`src/pressure_temp_fetch_readout.sv`:
```
// Behaviour
// [RL1] Master opens fetch with address plus read
// [RL2] Acknowledge own address with read bit
// [RL3] Bytes one-two: status then pressure, high first
// [RL4] Third byte: upper eight temperature bits
// [RL5] Fourth byte: low three temperature bits on top
// [RL6] Master discards low five bits of byte four
// [RL7] Master may refuse after pressure bytes
// [RL8] Master ends with refusal then stop
// [RL9] Status 00 for unread fresh result
// [RL10] Status 01 once result was read
// [RL11] Master uses only status 00 data
// [RL12] Master converts pressure code to pascals
// [RL13] Master converts temperature code to Celsius
// [RL14] Copy whole packet at transfer start
// [RL15] Output register updates only between transfers
// [RL16] Never 10 or 11; fetched turns 00 into 01
package fetch_readout_pkg;
	localparam int         ADDR_W      = 7;
	localparam logic [6:0] DEV_ADDR    = 7'h28;
	localparam int         PRESS_W     = 14;
	localparam int         TEMP_W      = 11;
	localparam int         PKT_W       = 32;
	localparam logic [4:0] PAD_BITS    = 5'h00;
	localparam logic [1:0] STAT_FRESH  = 2'h0;
	localparam logic [1:0] STAT_READ   = 2'h1;
	localparam logic [3:0] ADDR_BITS   = 4'h8;
	localparam logic [2:0] BIT_LAST    = 3'h7;
	localparam logic [1:0] BYTE_LAST   = 2'h3;
	localparam logic [1:0] BYTE_PLOW   = 2'h1;
	localparam logic [1:0] BYTE_THIGH  = 2'h2;
endpackage

`timescale 1ns/1ns
`default_nettype none

module pressure_temp_fetch_readout
	import fetch_readout_pkg::*;
#(
	parameter logic [ADDR_W-1:0] P_DEV_ADDR = DEV_ADDR
) (
	input  wire logic               i_clk_sys,
	input  wire logic               i_rst_n,
	input  wire logic               i_scl,
	input  wire logic               i_sda,
	input  wire logic               i_meas_valid,
	input  wire logic [PRESS_W-1:0] i_press_code,
	input  wire logic [TEMP_W-1:0]  i_temp_code,
	output logic                    o_sda_out,
	output logic                    o_sda_oe,
	output logic [1:0]              o_status,
	output logic                    o_busy
);

	typedef enum logic [2:0] {ST_IDLE, ST_ADDR, ST_ADDR_ACK, ST_TX, ST_RX_ACK} bus_state_t;

	logic [1:0] rst_sync_reg;
	logic       rst_n_int;
	logic       sda, scl_rise, scl_fall, start_det, stop_det;

	// Reset is asserted at once and released through two flops.
	always_ff @(posedge i_clk_sys or negedge i_rst_n) begin
		if (!i_rst_n) begin
			rst_sync_reg <= 2'h0;
		end else begin
			rst_sync_reg <= {rst_sync_reg[0], 1'h1};
		end
	end
	assign rst_n_int = rst_sync_reg[1];

	line_sync_detect u_sync (
		.i_clk_sys  (i_clk_sys),
		.i_rst_n    (rst_n_int),
		.i_scl      (i_scl),
		.i_sda      (i_sda),
		.o_scl      (),
		.o_sda      (sda),
		.o_scl_rise (scl_rise),
		.o_scl_fall (scl_fall),
		.o_start    (start_det),
		.o_stop     (stop_det)
	);

	bus_state_t         state_reg, state_next;
	logic [3:0]         bit_reg, bit_next;
	logic [1:0]         byte_reg, byte_next;
	logic [7:0]         addr_sh_reg, addr_sh_next;
	logic [PKT_W-1:0]   pkt_reg, pkt_next;
	logic               oe_reg, oe_next;
	logic               ack_reg, ack_next;
	logic               frame_reg, frame_next;
	logic               sent_reg, sent_next;
	logic               fetch_done;
	logic               addr_hit;
	logic [PKT_W-1:0]   packet;
	logic [1:0]         status_reg, status_next;
	logic [PRESS_W-1:0] press_reg, press_next, pend_press_reg, pend_press_next;
	logic [TEMP_W-1:0]  temp_reg, temp_next, pend_temp_reg, pend_temp_next;
	logic               pend_reg, pend_next;
	logic               commit;

	// Packet as it leaves the device, most significant bit first.
	// [RL5] packet field layout
	assign packet   = {status_reg, press_reg, temp_reg, PAD_BITS};
	assign addr_hit = (addr_sh_reg[7:1] == P_DEV_ADDR) && addr_sh_reg[0];

	// Bit-level protocol engine; the data line changes only just after a clock fall.
	always_comb begin
		state_next   = state_reg;
		bit_next     = bit_reg;
		byte_next    = byte_reg;
		addr_sh_next = addr_sh_reg;
		pkt_next     = pkt_reg;
		oe_next      = oe_reg;
		ack_next     = ack_reg;
		frame_next   = frame_reg;
		sent_next    = sent_reg;
		fetch_done   = 1'h0;
		if (start_det || stop_det) begin
			// A repeated start also closes the previous transfer.
			fetch_done = sent_reg;
			sent_next  = 1'h0;
			frame_next = start_det;
			state_next = start_det ? ST_ADDR : ST_IDLE;
			bit_next   = 4'h0;
			oe_next    = 1'h0;
		end else begin
			case (state_reg)
				ST_ADDR: begin
					if (scl_rise && bit_reg != ADDR_BITS) begin
						addr_sh_next = {addr_sh_reg[6:0], sda};
						bit_next     = bit_reg + 4'h1;
					end else if (scl_fall && bit_reg == ADDR_BITS) begin
						// [RL2] address acknowledge
						// Writes and foreign addresses are left unanswered.
						if (addr_hit) begin
							oe_next    = 1'h1;
							state_next = ST_ADDR_ACK;
							// [RL14] packet snapshot
							pkt_next   = packet;
						end else begin
							state_next = ST_IDLE;
						end
					end
				end
				ST_ADDR_ACK: begin
					if (scl_fall) begin
						// [RL3] status first
						oe_next    = ~pkt_reg[PKT_W-1];
						bit_next   = 4'h0;
						byte_next  = 2'h0;
						sent_next  = 1'h1;
						state_next = ST_TX;
					end
				end
				ST_TX: begin
					if (scl_fall) begin
						pkt_next = {pkt_reg[PKT_W-2:0], 1'h0};
						if (bit_reg[2:0] == BIT_LAST) begin
							oe_next    = 1'h0;
							state_next = ST_RX_ACK;
						end else begin
							oe_next  = ~pkt_reg[PKT_W-2];
							bit_next = bit_reg + 4'h1;
						end
					end
				end
				ST_RX_ACK: begin
					if (scl_rise) begin
						ack_next = ~sda;
					end else if (scl_fall) begin
						// [RL4] further bytes on acknowledge
						if (ack_reg && byte_reg != BYTE_LAST) begin
							oe_next    = ~pkt_reg[PKT_W-1];
							bit_next   = 4'h0;
							byte_next  = byte_reg + 2'h1;
							state_next = ST_TX;
						end else begin
							state_next = ST_IDLE;
						end
					end
				end
				default: begin
					state_next = ST_IDLE;
				end
			endcase
		end
	end

	always_ff @(posedge i_clk_sys or negedge rst_n_int) begin
		if (!rst_n_int) begin
			state_reg   <= ST_IDLE;
			bit_reg     <= 4'h0;
			byte_reg    <= 2'h0;
			addr_sh_reg <= 8'h00;
			pkt_reg     <= 32'h0000_0000;
			oe_reg      <= 1'h0;
			ack_reg     <= 1'h0;
			frame_reg   <= 1'h0;
			sent_reg    <= 1'h0;
		end else begin
			state_reg   <= state_next;
			bit_reg     <= bit_next;
			byte_reg    <= byte_next;
			addr_sh_reg <= addr_sh_next;
			pkt_reg     <= pkt_next;
			oe_reg      <= oe_next;
			ack_reg     <= ack_next;
			frame_reg   <= frame_next;
			sent_reg    <= sent_next;
		end
	end

	// A result waits in the pending copy while a frame is open, so the bytes stay coherent.
	assign commit = pend_reg && !frame_reg;

	// Result store and freshness status.
	always_comb begin
		pend_next       = pend_reg;
		pend_press_next = pend_press_reg;
		pend_temp_next  = pend_temp_reg;
		press_next      = press_reg;
		temp_next       = temp_reg;
		status_next     = status_reg;
		if (commit) begin
			pend_next = 1'h0;
		end
		// A new result arriving on the commit cycle is kept, not lost.
		if (i_meas_valid) begin
			pend_next       = 1'h1;
			pend_press_next = i_press_code;
			pend_temp_next  = i_temp_code;
		end
		// [RL15] update between frames
		if (commit) begin
			press_next  = pend_press_reg;
			temp_next   = pend_temp_reg;
			// [RL9] fresh result
			status_next = STAT_FRESH;
		end else if (fetch_done) begin
			// [RL10] [RL16] mark as read
			status_next = STAT_READ;
		end
	end

	// Until the first result the store reads as already fetched.
	always_ff @(posedge i_clk_sys or negedge rst_n_int) begin
		if (!rst_n_int) begin
			pend_reg       <= 1'h0;
			pend_press_reg <= 14'h0000;
			pend_temp_reg  <= 11'h000;
			press_reg      <= 14'h0000;
			temp_reg       <= 11'h000;
			status_reg     <= STAT_READ;
		end else begin
			pend_reg       <= pend_next;
			pend_press_reg <= pend_press_next;
			pend_temp_reg  <= pend_temp_next;
			press_reg      <= press_next;
			temp_reg       <= temp_next;
			status_reg     <= status_next;
		end
	end

	// The pin is open drain, so the driven level is always low.
	assign o_sda_out = 1'h0;
	assign o_sda_oe  = oe_reg;
	assign o_status  = status_reg;
	assign o_busy    = frame_reg;
endmodule

`default_nettype wire

```
`src/line_sync_detect.sv`:
```
`timescale 1ns/1ns
`default_nettype none

// Brings the serial clock and data pins into the system clock domain and
// flags the clock edges and the bus start and stop conditions as one-cycle pulses.
module line_sync_detect (
	input  wire logic i_clk_sys,
	input  wire logic i_rst_n,
	input  wire logic i_scl,
	input  wire logic i_sda,
	output logic      o_scl,
	output logic      o_sda,
	output logic      o_scl_rise,
	output logic      o_scl_fall,
	output logic      o_start,
	output logic      o_stop
);

	logic [1:0] scl_meta_reg, scl_meta_next;
	logic [1:0] sda_meta_reg, sda_meta_next;
	logic       scl_reg, scl_next;
	logic       sda_reg, sda_next;

	// Bit 0 is the first stage and only feeds bit 1; edges use bit 1 and its delayed copy.
	always_comb begin
		scl_meta_next = {scl_meta_reg[0], i_scl};
		sda_meta_next = {sda_meta_reg[0], i_sda};
		scl_next      = scl_meta_reg[1];
		sda_next      = sda_meta_reg[1];
	end

	// Lines idle high, so reset to one to avoid a false start after release.
	always_ff @(posedge i_clk_sys or negedge i_rst_n) begin
		if (!i_rst_n) begin
			scl_meta_reg <= 2'h3;
			sda_meta_reg <= 2'h3;
			scl_reg      <= 1'h1;
			sda_reg      <= 1'h1;
		end else begin
			scl_meta_reg <= scl_meta_next;
			sda_meta_reg <= sda_meta_next;
			scl_reg      <= scl_next;
			sda_reg      <= sda_next;
		end
	end

	// A data change while the clock is high marks a start (falling) or a stop (rising).
	assign o_scl      = scl_meta_reg[1];
	assign o_sda      = sda_meta_reg[1];
	assign o_scl_rise = scl_meta_reg[1] & ~scl_reg;
	assign o_scl_fall = ~scl_meta_reg[1] & scl_reg;
	assign o_start    = scl_meta_reg[1] & scl_reg & sda_reg & ~sda_meta_reg[1];
	assign o_stop     = scl_meta_reg[1] & scl_reg & ~sda_reg & sda_meta_reg[1];

endmodule

`default_nettype wire

```
`config.mk`:
```
export PLATFORM = sky130hd
export DESIGN_NAME = pressure_temp_fetch_readout
export DESIGN_NICKNAME = d
export VERILOG_FILES = /design/src/pressure_temp_fetch_readout.sv /design/src/line_sync_detect.sv
export SDC_FILE = /design/constraint.sdc
export NUM_CORES = 1
export LEC_CHECK = 0
export ABC_AREA = 1
export BUFFER_PORTS_ARGS = -buffer_cell sky130_fd_sc_hd__buf_2
export CORE_UTILIZATION = 35
export CTS_BUF_LIST = sky130_fd_sc_hd__clkbuf_4 sky130_fd_sc_hd__clkbuf_8
export DETAILED_ROUTE_END_ITERATION = 16
export SYNTH_ARGS = -nofsm -noshare
export SYNTH_HDL_FRONTEND = slang
export SYNTH_SLANG_ARGS = --single-unit
export TNS_END_PERCENT = 30
```
`constraint.sdc`:
```
create_clock -name i_clk_sys -period 3.5 [get_ports i_clk_sys]
set_input_delay 0.525 -clock i_clk_sys [delete_from_list [all_inputs] [get_ports i_clk_sys]]
set_output_delay 0.525 -clock i_clk_sys [all_outputs]
set_load 0.02 [all_outputs]
```
## Word level (Yosys, flattened, before mapping)

Cells that the tools add are included.
W data, S select, Z words.

- Equal/unequal tests: 28
- Bitwise logic cells: 14
- Reductions and logical operators: 22
- Muxes and demuxes: 50
- Add/subtract/negate cells: 2

Operators by type and width:

| operator | count |
|---|---|
| $mux W32 | 4 |
| $pmux W32 S2 | 1 |
| $ne A3 B3 Y1 const B | 11 |
| $mux W4 | 8 |
| $mux W3 | 8 |
| $ne A2 B2 Y1 const B | 9 |
| $mux W1 | 17 |
| $mux W2 | 8 |
| $pmux W4 S4 | 1 |
| $pmux W3 S4 | 1 |
| $reduce_and A6 Y1 | 2 |
| $reduce_bool A2 Y1 | 6 |
| $reduce_and A9 Y1 | 1 |
| $reduce_and A8 Y1 | 1 |
| $and A1 B1 Y1 | 7 |
| $eq A7 B6 Y1 const B | 1 |
| $not A1 Y1 | 7 |
| $reduce_and A7 Y1 | 1 |
| $eq A3 B2 Y1 const B | 2 |
| $eq A3 B3 Y1 const B | 2 |
| $reduce_and A3 Y1 | 2 |
| $logic_and A1 B1 Y1 | 5 |
| $reduce_bool A5 Y1 | 1 |
| $add A4 B1 Y4 const B | 1 |
| other kinds (9) | 9 |

- Bits in registers: 114
- Word-level logic and storage cells: 136
- Input bits: 30
- Output and inout port bits: 5

## Depth between registers and ports, before layout

Gate-level depths: netlist of the first run.

- Word-level depth: 7
- Depth in mapped cells: 11

## Cells and area by module

A second synthesis of the first run with hierarchy kept.

- Cell total of the unflattened synthesis: 599
- Area, all modules: 4843.4 sq um

By module, submodules not included:

| module | cells an instance | sequential area each (sq um) | times used | area each (sq um) |
|---|---|---|---|---|
| pressure_temp_fetch_readout | 582 | 2553.7 | 1 | 4644.5 |
| line_sync_detect | 17 | 157.7 | 1 | 198.9 |

## Least setup slack after synthesis of the first run

OpenSTA, ideal clock, no wires.

- Path type: reg-to-reg
- Start: register bit_reg[0]
- End: register pkt_reg[12]
- Period minus slack after synthesis: 1.499 ns
- Data required time: 3.378 ns
- Path slack: 2.001 ns
- Path buffers: 1
- Stages on the path, launching flop included: 11
- Arrival time: 1.378 ns
- Path through: dfrtp_1 -> inv_1 -> ha_1 -> nand2_1 -> nor2_1 -> nand2_1 -> o21ai_2 -> nand3_4 -> buf_6 -> nand2_2 -> o21ai_2

- Word-level cells in the longest chain between the ends: 4
- Elaborated cells between the ends (all ways): 7
- Those cells by class: eq/ne: 4; reduce/logical: 3

Ends and longest elaborated chain:

| what | line | text |
|---|---|---|
| start, declared | pressure_temp_fetch_readout.sv:85 | `logic [3:0] bit_reg, bit_next;` |
| start signal, assigned | pressure_temp_fetch_readout.sv:203 | `bit_reg <= bit_next;` |
| $eq A4 B4 Y1 or $ne A4 B4 Y1 (tied branches) | pressure_temp_fetch_readout.sv:133, pressure_temp_fetch_readout.sv:130 |  |
| $logic_and A1 B1 Y1, on equally long branches | pressure_temp_fetch_readout.sv:133, pressure_temp_fetch_readout.sv:130 |  |
| $ne A2 B2 Y1 (no line) | n/a |  |
| $reduce_and A6 Y1 (no line) (*) | n/a |  |
| end signal, assigned | pressure_temp_fetch_readout.sv:206 | `pkt_reg <= pkt_next;` |
| end, declared | pressure_temp_fetch_readout.sv:88 | `logic [PKT_W-1:0] pkt_reg, pkt_next;` |

Mark *: on every way between the ends. The rest lies on a longest branch, timed or not.
A chain may end at the register's enable or synchronous reset.

## Final worst setup path of the first run

- Start: register state_reg[1]
- End: register pkt_reg[10]

- Word-level cells in the longest chain between the ends: 3
- Elaborated cells between the ends (all ways): 9
- Those cells by class: eq/ne: 6; mux: 1; reduce/logical: 2

Ends and longest elaborated chain:

| what | line | text |
|---|---|---|
| start, declared | pressure_temp_fetch_readout.sv:84 | `bus_state_t state_reg, state_next;` |
| start signal, assigned | pressure_temp_fetch_readout.sv:202 | `state_reg <= state_next;` |
| $eq A3 B1 Y1 or $eq A3 B2 Y1 (tied branches) | pressure_temp_fetch_readout.sv:128 | `case (state_reg)` |
| $ne A2 B2 Y1 (no line) or $reduce_bool A2 Y1 (tied branches) | n/a |  |
| $reduce_and A6 Y1 (no line) | n/a |  |

Parallel ways exist; a longest one is shown, timed or not.

==> qor.yml, run 1 <==
status: "finished, final reports clean"
route.vias.total: 3251
synth_top_family_by_area: "simple AND/OR/NAND/NOR gates"
period_needed_ns: 2.348
grt_pass1_wl_um: 14630
synth_xor_area_share_pct: 0.1804
power_mw: 2.985
clk_latency_ns: 0.37
hold_path.class: "in -> reg"
crit_type: "reg -> reg"
drv_slew: 0
die-area_um2: 14340
first_pass_iters: 4
p_int_mw: 2.019
fin_worst_skew_ns: 0.01103
htree_levels: 3
cpPeakStageDelay_ns: 0.56
relSlewSlack_pct: 46.00
cp-start-kind: "flip-flop"
synth_edf_count: 0
cts_root_buf: "clkbuf_8"
drv_cap: 0
wl_per_cell_um: 11.37
ys_types: 30
grt_pass1_vias: 3224
ys_async_sr_fraction_pct: 100.0
yosysWarnings: 0
finalHoldViolCount: 0
io_pins: 35
path_max_fanout: 54
p_per_area_nw_per_um2: 561.3
crit_required_ns: 3.73
fmax_mhz: 425.9
die_w_um: 119.8
die_h_um: 119.8
worst-slew-pin-transition_ns: 0.8101
io_buffers: 32
synth_top_area_share_pct: 52.06
drive_above_1_share_pct: 20.96
cts_sinks: 108
post-route-period-util_pct: 67.08
start_util_pct: 36.23
grt_usage_pct: 12.86
synth-compound-area-share_pct: 12.89
hold_start: "i_sda"
ys.flop_type: "dfrtp_1"
synth_area_leaders: "dfrtp_1 (52%), nand2_1 (9.9%), o21ai_0 (6.4%)"
synth.most_common_cell: "nand2_1"
ys_ff_latch: 108
combinationalPowerShare_pct: 20.3
syn_area_um2: 4855
nNetsFinal: 568
ant_nets: 0
numCtsBuffers: 9
synthAdderAreaFrac_pct: 1.031
arrival_ns: 2.58
gp_congestion: 0.9098
peakVddDrop_uv: 206.1
p_clk_share_pct: 24.5
postCtsResizedCells: 0
critPathSlowestCell: "nand3_4"
dr.first_iter.drc_count: 208
setup_viol: 0
startpoint: "state_reg[1]"
p_sw_uw: 966.5
setup_tns_ns: 0
hpwl_um: 5650
rsz0062_at_grt: "false"
coreArea_um2: 13400
worstPathCellList: "nand3_4 > o21ai_2 > nand3_4 > nand2_1 > o21ai_2"
clockBufferDepth: 2
avgViaCountPerCell: 4.547
antenna_cells: 0
wl_um: 8126
swShare_pct: 32.37
area_growth_pct: 9.562
antenna_found_initial: 0
power_frac_seq_pct: 55.2
avgSynthCellArea_um2: 9.519
p_leak_nw: 2.758
yosys.area_share.simple_pct: 17.45
cts_setup_buffers: 0
grt_start_max_net_pins: 65
drc: 0
rows: 42
overflow: 0
clk_pin_slew_worst_paths_ns: 0.10
yosys-mux-area-fraction_pct: 5.155
final_area_um2: 5319
dpl_cell_area_um2: 5115
synth.largest_area_cell: "dfrtp_1"
rr_startpoint: "state_reg[1]"
crit_path_end_kind: "flip-flop"
largest_register_ffs: 27
synthTopCellsByCount: "nand2_1 (128), dfrtp_1 (101), o21ai_0 (62), inv_1 (46)"
fillers: 1375
cts_hold_buf: 1
cts_tree: "done"
synthCells: 510
seq_area_frac_synth_pct: 55.85
[final timing paths]
path	slack, ns	to	cells after the start
max	1.15	pkt_reg[10]	5
max reg2reg	1.15	pkt_reg[10]	5
max in group asynchronous	2.35	temp_reg[5]	1
min in group asynchronous	0.42	o_sda_oe	0
min	0.25	u_sync.sda_meta_reg[0]	1
min reg2reg	0.36	u_sync.scl_meta_reg[1]	0
[cell type report]
cell class | count | area, um^2 | area share [%]
Sequential cell | 108 | 2715 | 51.05
Clock buffer | 10 | 137.6 | 2.588
Clock inverter | 6 | 56.30 | 1.059
Tap cell | 176 | 220.2 | 4.140
Multi-Input combinational cell | 327 | 1793 | 33.71
Timing Repair Buffer | 35 | 197.7 | 3.717
Inverter | 53 | 198.9 | 3.740
[power groups by stage]
stage	combinational (mW)	clock, mW	sequential, mW
after CTS	0.617	0.772	1.65
after global placement	0.592	0	1.67
final	0.605	0.731	1.65
after floorplan	0.486	0	1.64
after detailed placement	0.614	0	1.68
after global routing	0.712	0.822	1.68
[placed cells by master (no fill, tap or decap), drive strengths merged]
cell type,instances
ha,4
conb,3
nand4,1
xor2,1
dfrtp,101
nor3,3
buf,34
inv,56
dfstp,7
dlygate4sd3,1
clkinvlp,1
o21bai,1
mux2i,25
clkbuf,10
clkinv,2
nor2,35
a21oi,7
nand2,134
nand3,19
o21ai,94
[critical path, delay by kind of cell (launching register included)]
kind               cells  cell delay (ns)
and+or+nand+nor        3             1.32
DFF                    1             0.55
AOI/OAI and AO/OA      2             0.31
[through the flow]
step | hold slack [ns] | std cells | worst slack, ns | util, %
final | 0.2466 | 715 | 1.152 | 39.69
after floorplan | 0.2294 | 511 | 0.2809 | -
after global routing | 0.2037 | 715 | 0.9262 | 39.69
after detailed placement | 0.3192 | 698 | 1.138 | 38.17
after global placement | 0.3108 | 698 | 1.226 | 38.17
after CTS | 0.2126 | 715 | 1.122 | 39.69
[cells by family after synthesis]
kind of cell    after synthesis
compound gates              102
other cells                   2
fa+ha+maj                     4
buf+inv                      76
mux                          25
xor+xnor                      1
flops                       108
simple gates                192
[routing by layer]
layer	GRT usage (%)	share of wire, %	vias up	wire [um]
li1	-	-	1674	-
met1	16.43	49	1525	4008
met4	5.391	1.2	0	97
met5	0	0	-	0
met3	3.375	3.0	6	243
met2	20.63	46	46	3777
Power figures use the tool's default switching activity.
==> inputs of run 2 (changes only) <==
==> constraint.sdc (replaced) <==
create_clock -name i_clk_sys -period 2.05 [get_ports i_clk_sys]
set_input_delay 0.3075 -clock i_clk_sys [delete_from_list [all_inputs] [get_ports i_clk_sys]]
set_output_delay 0.3075 -clock i_clk_sys [all_outputs]
set_load 0.02 [all_outputs]
==> qor.yml, run 2 (synthesis gave the netlist of run 1 again) <==
cts_setup_buffers: 0
rsz0062_at_grt: "false"
path_max_fanout: 22
drive_above_1_share_pct: 21.76
reg2reg_slack_ns: 0.22
nNetsFinal: 576
coreArea_um2: 13400
peakVddDrop_uv: 564.8
fin_worst_skew_ns: 0.008756
dpl_cell_area_um2: 5197
gp_congestion: 0.7976
drv_cap: 0
whs_ns: 0.1267
grt_start_max_net_pins: 53
clk_latency_ns: 0.38
final_area_um2: 5429
setup_tns_ns: 0
grt-busiest-layer: "met2"
first_pass_iters: 4
final_cell_mix: "nand2_1 (128), dfrtp_1 (100), o21ai_0 (62)"
grt_pass1_vias: 3248
ant_nets: 0
p_per_area_nw_per_um2: 957.3
crit_path_end_kind: "flip-flop"
largest_register_ffs: 27
hpwl_um: 6032
use_met3_pct: 3.232
post-route-period-util_pct: 89.48
grt_pass1_wl_um: 15080
dr.first_iter.drc_count: 193
area_growth_pct: 11.83
pre_cts_ws_ns: 0.2381
cts_sinks: 108
worst-slew-pin-transition_ns: 0.6857
fillers: 1324
hold_path.class: "in -> reg"
die_w_um: 119.8
wl_per_cell_um: 11.79
wl_um: 8527
drv_slew: 0
arrival_ns: 2.10
overflow: 0
numCtsBuffers: 9
layout_commonest_cell: "nand2_1"
grtUsageMet1_pct: 17.65
antenna_cells: 0
io_buffers: 32
p_leak_nw: 2.810
crit_type: "reg -> reg"
cts_tree: "done"
postCtsResizedCells: 0
route.vias.total: 3302
drc: 0
setup_viol: 0
io_pins: 35
cp-start-kind: "flip-flop"
start_util_pct: 36.23
grt_usage_pct: 13.41
antenna_found_initial: 0
period_needed_ns: 1.834
crit_required_ns: 2.32
relSlewSlack_pct: 54.29
finalWorstSetupSlack_ns: 0.2158
clockBufferDepth: 2
grt_use_met2_pct: 20.81
finalHoldViolCount: 0
fmax_mhz: 545.2
die-area_um2: 14340
clk_pin_slew_worst_paths_ns: 0.10
htree_levels: 3
die_h_um: 119.8
cts_root_buf: "clkbuf_8"
avgViaCountPerCell: 4.567
status: "finished, final reports clean"
rows: 42
## run 2: cell count changes in the layout (fill, tap and decap cells not counted), moves of 2 or more
| cell | delta |
|---|---|
| buf_4 | +3 |
| clkbuf_4 | +2 |
| inv_8 | -2 |
| dlygate4sd3_1 | +2 |
| buf_12 | +3 |
## run 2: area by class of cell
class / instances / area [um^2] / area share (%)
clock inverters: 5 / 62.56 / 1.152
multi-input cells: 327 / 1793 / 33.03
inverters: 53 / 198.9 / 3.664
flip-flops and latches: 108 / 2715 / 50.01
repair buffers: 43 / 300.3 / 5.531
clock buffers: 11 / 138.9 / 2.558
well taps: 176 / 220.2 / 4.056
## run 2: final timing paths
check,from,endpoint,cells past startpoint
worst max-delay path,bit_reg[0],pkt_reg[7],10
worst min register to register,rst_sync_reg[1],state_reg[2],0
max in group asynchronous,rst_sync_reg[1],o_status[0],1
worst min-delay path,i_temp_code[9],pend_temp_reg[9],3
worst max register to register,bit_reg[0],pkt_reg[7],10
min in group asynchronous,rst_sync_reg[1],state_reg[2],0
## run 2: critical path, stage by stage (launching register included)
cell     delay (ns)
dfrtp_1        0.44
inv_1          0.08
ha_1           0.13
nand2_1        0.05
nor2_1         0.12
nand2_1        0.10
o21ai_2        0.17
nand3_4        0.24
buf_12         0.25
nand2_1        0.08
o21ai_2        0.05
## run 2: power breakdown
part / total [mW] / internal, mW / switching, mW
Sequential: 2.81 / 2.54 / 0.263
Clock: 1.32 / 0.599 / 0.720
Combinational: 1.07 / 0.415 / 0.657
Total: 5.20 / 3.56 / 1.64
## run 2: layer usage
metal / wire length [um] / share of wire (%) / up-vias
li1: - / - / 1691
met1: 4138 / 49 / 1543
met2: 3915 / 46 / 59
met3: 313 / 3.7 / 9
met4: 160 / 1.9 / 0
met5: 0 / 0 / -
## run 2: timing repair
| item | 4_1_cts | 5_1_grt |
|---|---|---|
| endpoints found under the setup margin | 0 | 0 |
| hold buffers | 3 | 0 |
| hold endpoints to repair | 4 | 0 |
## run 2: metrics by stage
| step | utilization (%) | cells | power, mW |
|---|---|---|---|
| after floorplan | - | 511 | 3.632 |
| after global placement | 38.79 | 704 | 3.890 |
| after detailed placement | 38.79 | 704 | 3.941 |
| after CTS | 40.51 | 723 | 5.294 |
| after global routing | 40.51 | 723 | 5.587 |
| final | 40.51 | 723 | 5.197 |
==> inputs of run 3 (changes only) <==
--- a/config.mk
+++ b/config.mk
@@ -6,7 +6,7 @@
 export NUM_CORES = 1
 export LEC_CHECK = 0
 export ABC_AREA = 1
-export BUFFER_PORTS_ARGS = -buffer_cell sky130_fd_sc_hd__buf_2
+export BUFFER_PORTS_ARGS = -buffer_cell sky130_fd_sc_hd__buf_4
 export CORE_UTILIZATION = 35
 export CTS_BUF_LIST = sky130_fd_sc_hd__clkbuf_4 sky130_fd_sc_hd__clkbuf_8
 export DETAILED_ROUTE_END_ITERATION = 16
==> qor.yml, run 3 (synthesis gave the netlist of run 1 again) <==
final_cell_mix: "nand2_1 (128), dfrtp_1 (100), o21ai_0 (62)"
area_growth_pct: 13.12
setup_tns_ns: 0
grt_pass1_vias: 3213
route.vias.total: 3259
grt_usage_pct: 13.33
drv_cap: 0
drv_slew: 0
cts_setup_buffers: 0
final_area_um2: 5492
clk_latency_ns: 0.38
cts_sinks: 108
cp-start-kind: "flip-flop"
io_buffers: 32
crit_type: "reg -> reg"
overflow: 0
htree_levels: 3
fmax_mhz: 546.1
p_per_area_nw_per_um2: 953.4
die-area_um2: 14340
start_util_pct: 36.23
dpl_cell_area_um2: 5273
antenna_found_initial: 0
rsz0062_at_grt: "false"
stdcell_count: 722
grt_pass1_wl_um: 15060
dr.first_iter.drc_count: 148
peakVddDrop_uv: 523.1
coreArea_um2: 13400
hold_path.class: "in -> reg"
drive_above_1_share_pct: 21.98
setup_viol: 0
ant_nets: 0
postCtsResizedCells: 0
grt_start_max_net_pins: 52
period_needed_ns: 1.831
largest_register_ffs: 27
crit_required_ns: 2.32
drc: 0
numCtsBuffers: 9
die_h_um: 119.8
finalWorstSetupSlack_ns: 0.2190
antenna_cells: 0
wl_per_cell_um: 11.68
fin_worst_skew_ns: 0.01119
die_w_um: 119.8
avgViaCountPerCell: 4.514
gp_congestion: 0.8020
cts_tree: "done"
wl_um: 8434
clk_pin_slew_worst_paths_ns: 0.10
hpwl_um: 6091
post-route-period-util_pct: 89.32
status: "finished, final reports clean"
pre_cts_ws_ns: 0.2238
nNetsFinal: 575
cts_root_buf: "clkbuf_8"
finalHoldViolCount: 0
first_pass_iters: 4
whs_ns: 0.03106
dp.cells: 705
path_max_fanout: 21
clockBufferDepth: 2
io_pins: 35
fillers: 1369
p_leak_nw: 2.831
rows: 42
crit_path_end_kind: "flip-flop"
arrival_ns: 2.10
layout_commonest_cell: "nand2_1"
==> run 3: changes by cell type in the layout (fill, tap and decap cells not counted) <==
cell and delta:
buf_2 -32, clkbuf_8 +1, clkbuf_4 -2, inv_6 +1, buf_4 +34, buf_12 -1, dlygate4sd3_1 -2
==> run 3: routing by layer <==
| layer | routed length, um | global-route usage [%] | vias up |
|---|---|---|---|
| li1 | - | - | 1682 |
| met1 | 4203 | 18.49 | 1516 |
| met2 | 3841 | 20.27 | 52 |
| met3 | 216 | 2.186 | 9 |
| met4 | 172 | 6.563 | 0 |
| met5 | 0 | 0 | - |
==> run 3: cell type report <==
class	instances	area, um^2	share of cell area (%)
clock buffer	10	137.6	2.506
clock inverter	6	71.32	1.299
inverter	53	198.9	3.623
multi-input combinational	327	1793	32.65
sequential	108	2715	49.44
tap	176	220.2	4.010
timing repair buffer	42	355.3	6.471
==> run 3: power breakdown <==
group	switching (mW)	internal [mW]	leakage, nW
clock network	0.734	0.609	0.0995
logic	0.655	0.434	1.36
registers	0.261	2.54	1.37
==> run 3: path summary, 6_finish.rpt <==
path,slack (ns),from,cells past startpoint,endpoint
worst max-delay path,0.22,bit_reg[0],10,pkt_reg[18]
worst min-delay path,0.03,i_sda,1,u_sync.sda_meta_reg[0]
worst max register to register,0.22,bit_reg[0],10,pkt_reg[18]
worst min register to register,0.30,rst_sync_reg[1],0,o_busy
max in group asynchronous,1.13,rst_sync_reg[1],1,u_sync.scl_reg
min in group asynchronous,0.24,i_rst_n,2,rst_sync_reg[1]
==> run 3: stage by stage <==
stage	util, %	power (mW)
after global placement	39.35	3.901
after floorplan	-	3.632
after global routing	40.98	5.610
final	40.98	5.236
after CTS	40.98	5.323
after detailed placement	39.35	3.950
==> run 3: repair_timing <==
item                                   in CTS  in global routing
hold buffers                                1                  0
endpoints found under the hold margin       2                  0
setup endpoints to repair                   0                  0
==> run 3: worst max-delay path, cell delays in order (launching register included) <==
cell	delay [ns]
dfrtp_1	0.43
inv_1	0.07
ha_1	0.14
nand2_1	0.05
nor2_1	0.13
nand2_1	0.10
o21ai_2	0.16
nand3_4	0.24
buf_12	0.25
nand2_1	0.08
o21ai_2	0.05
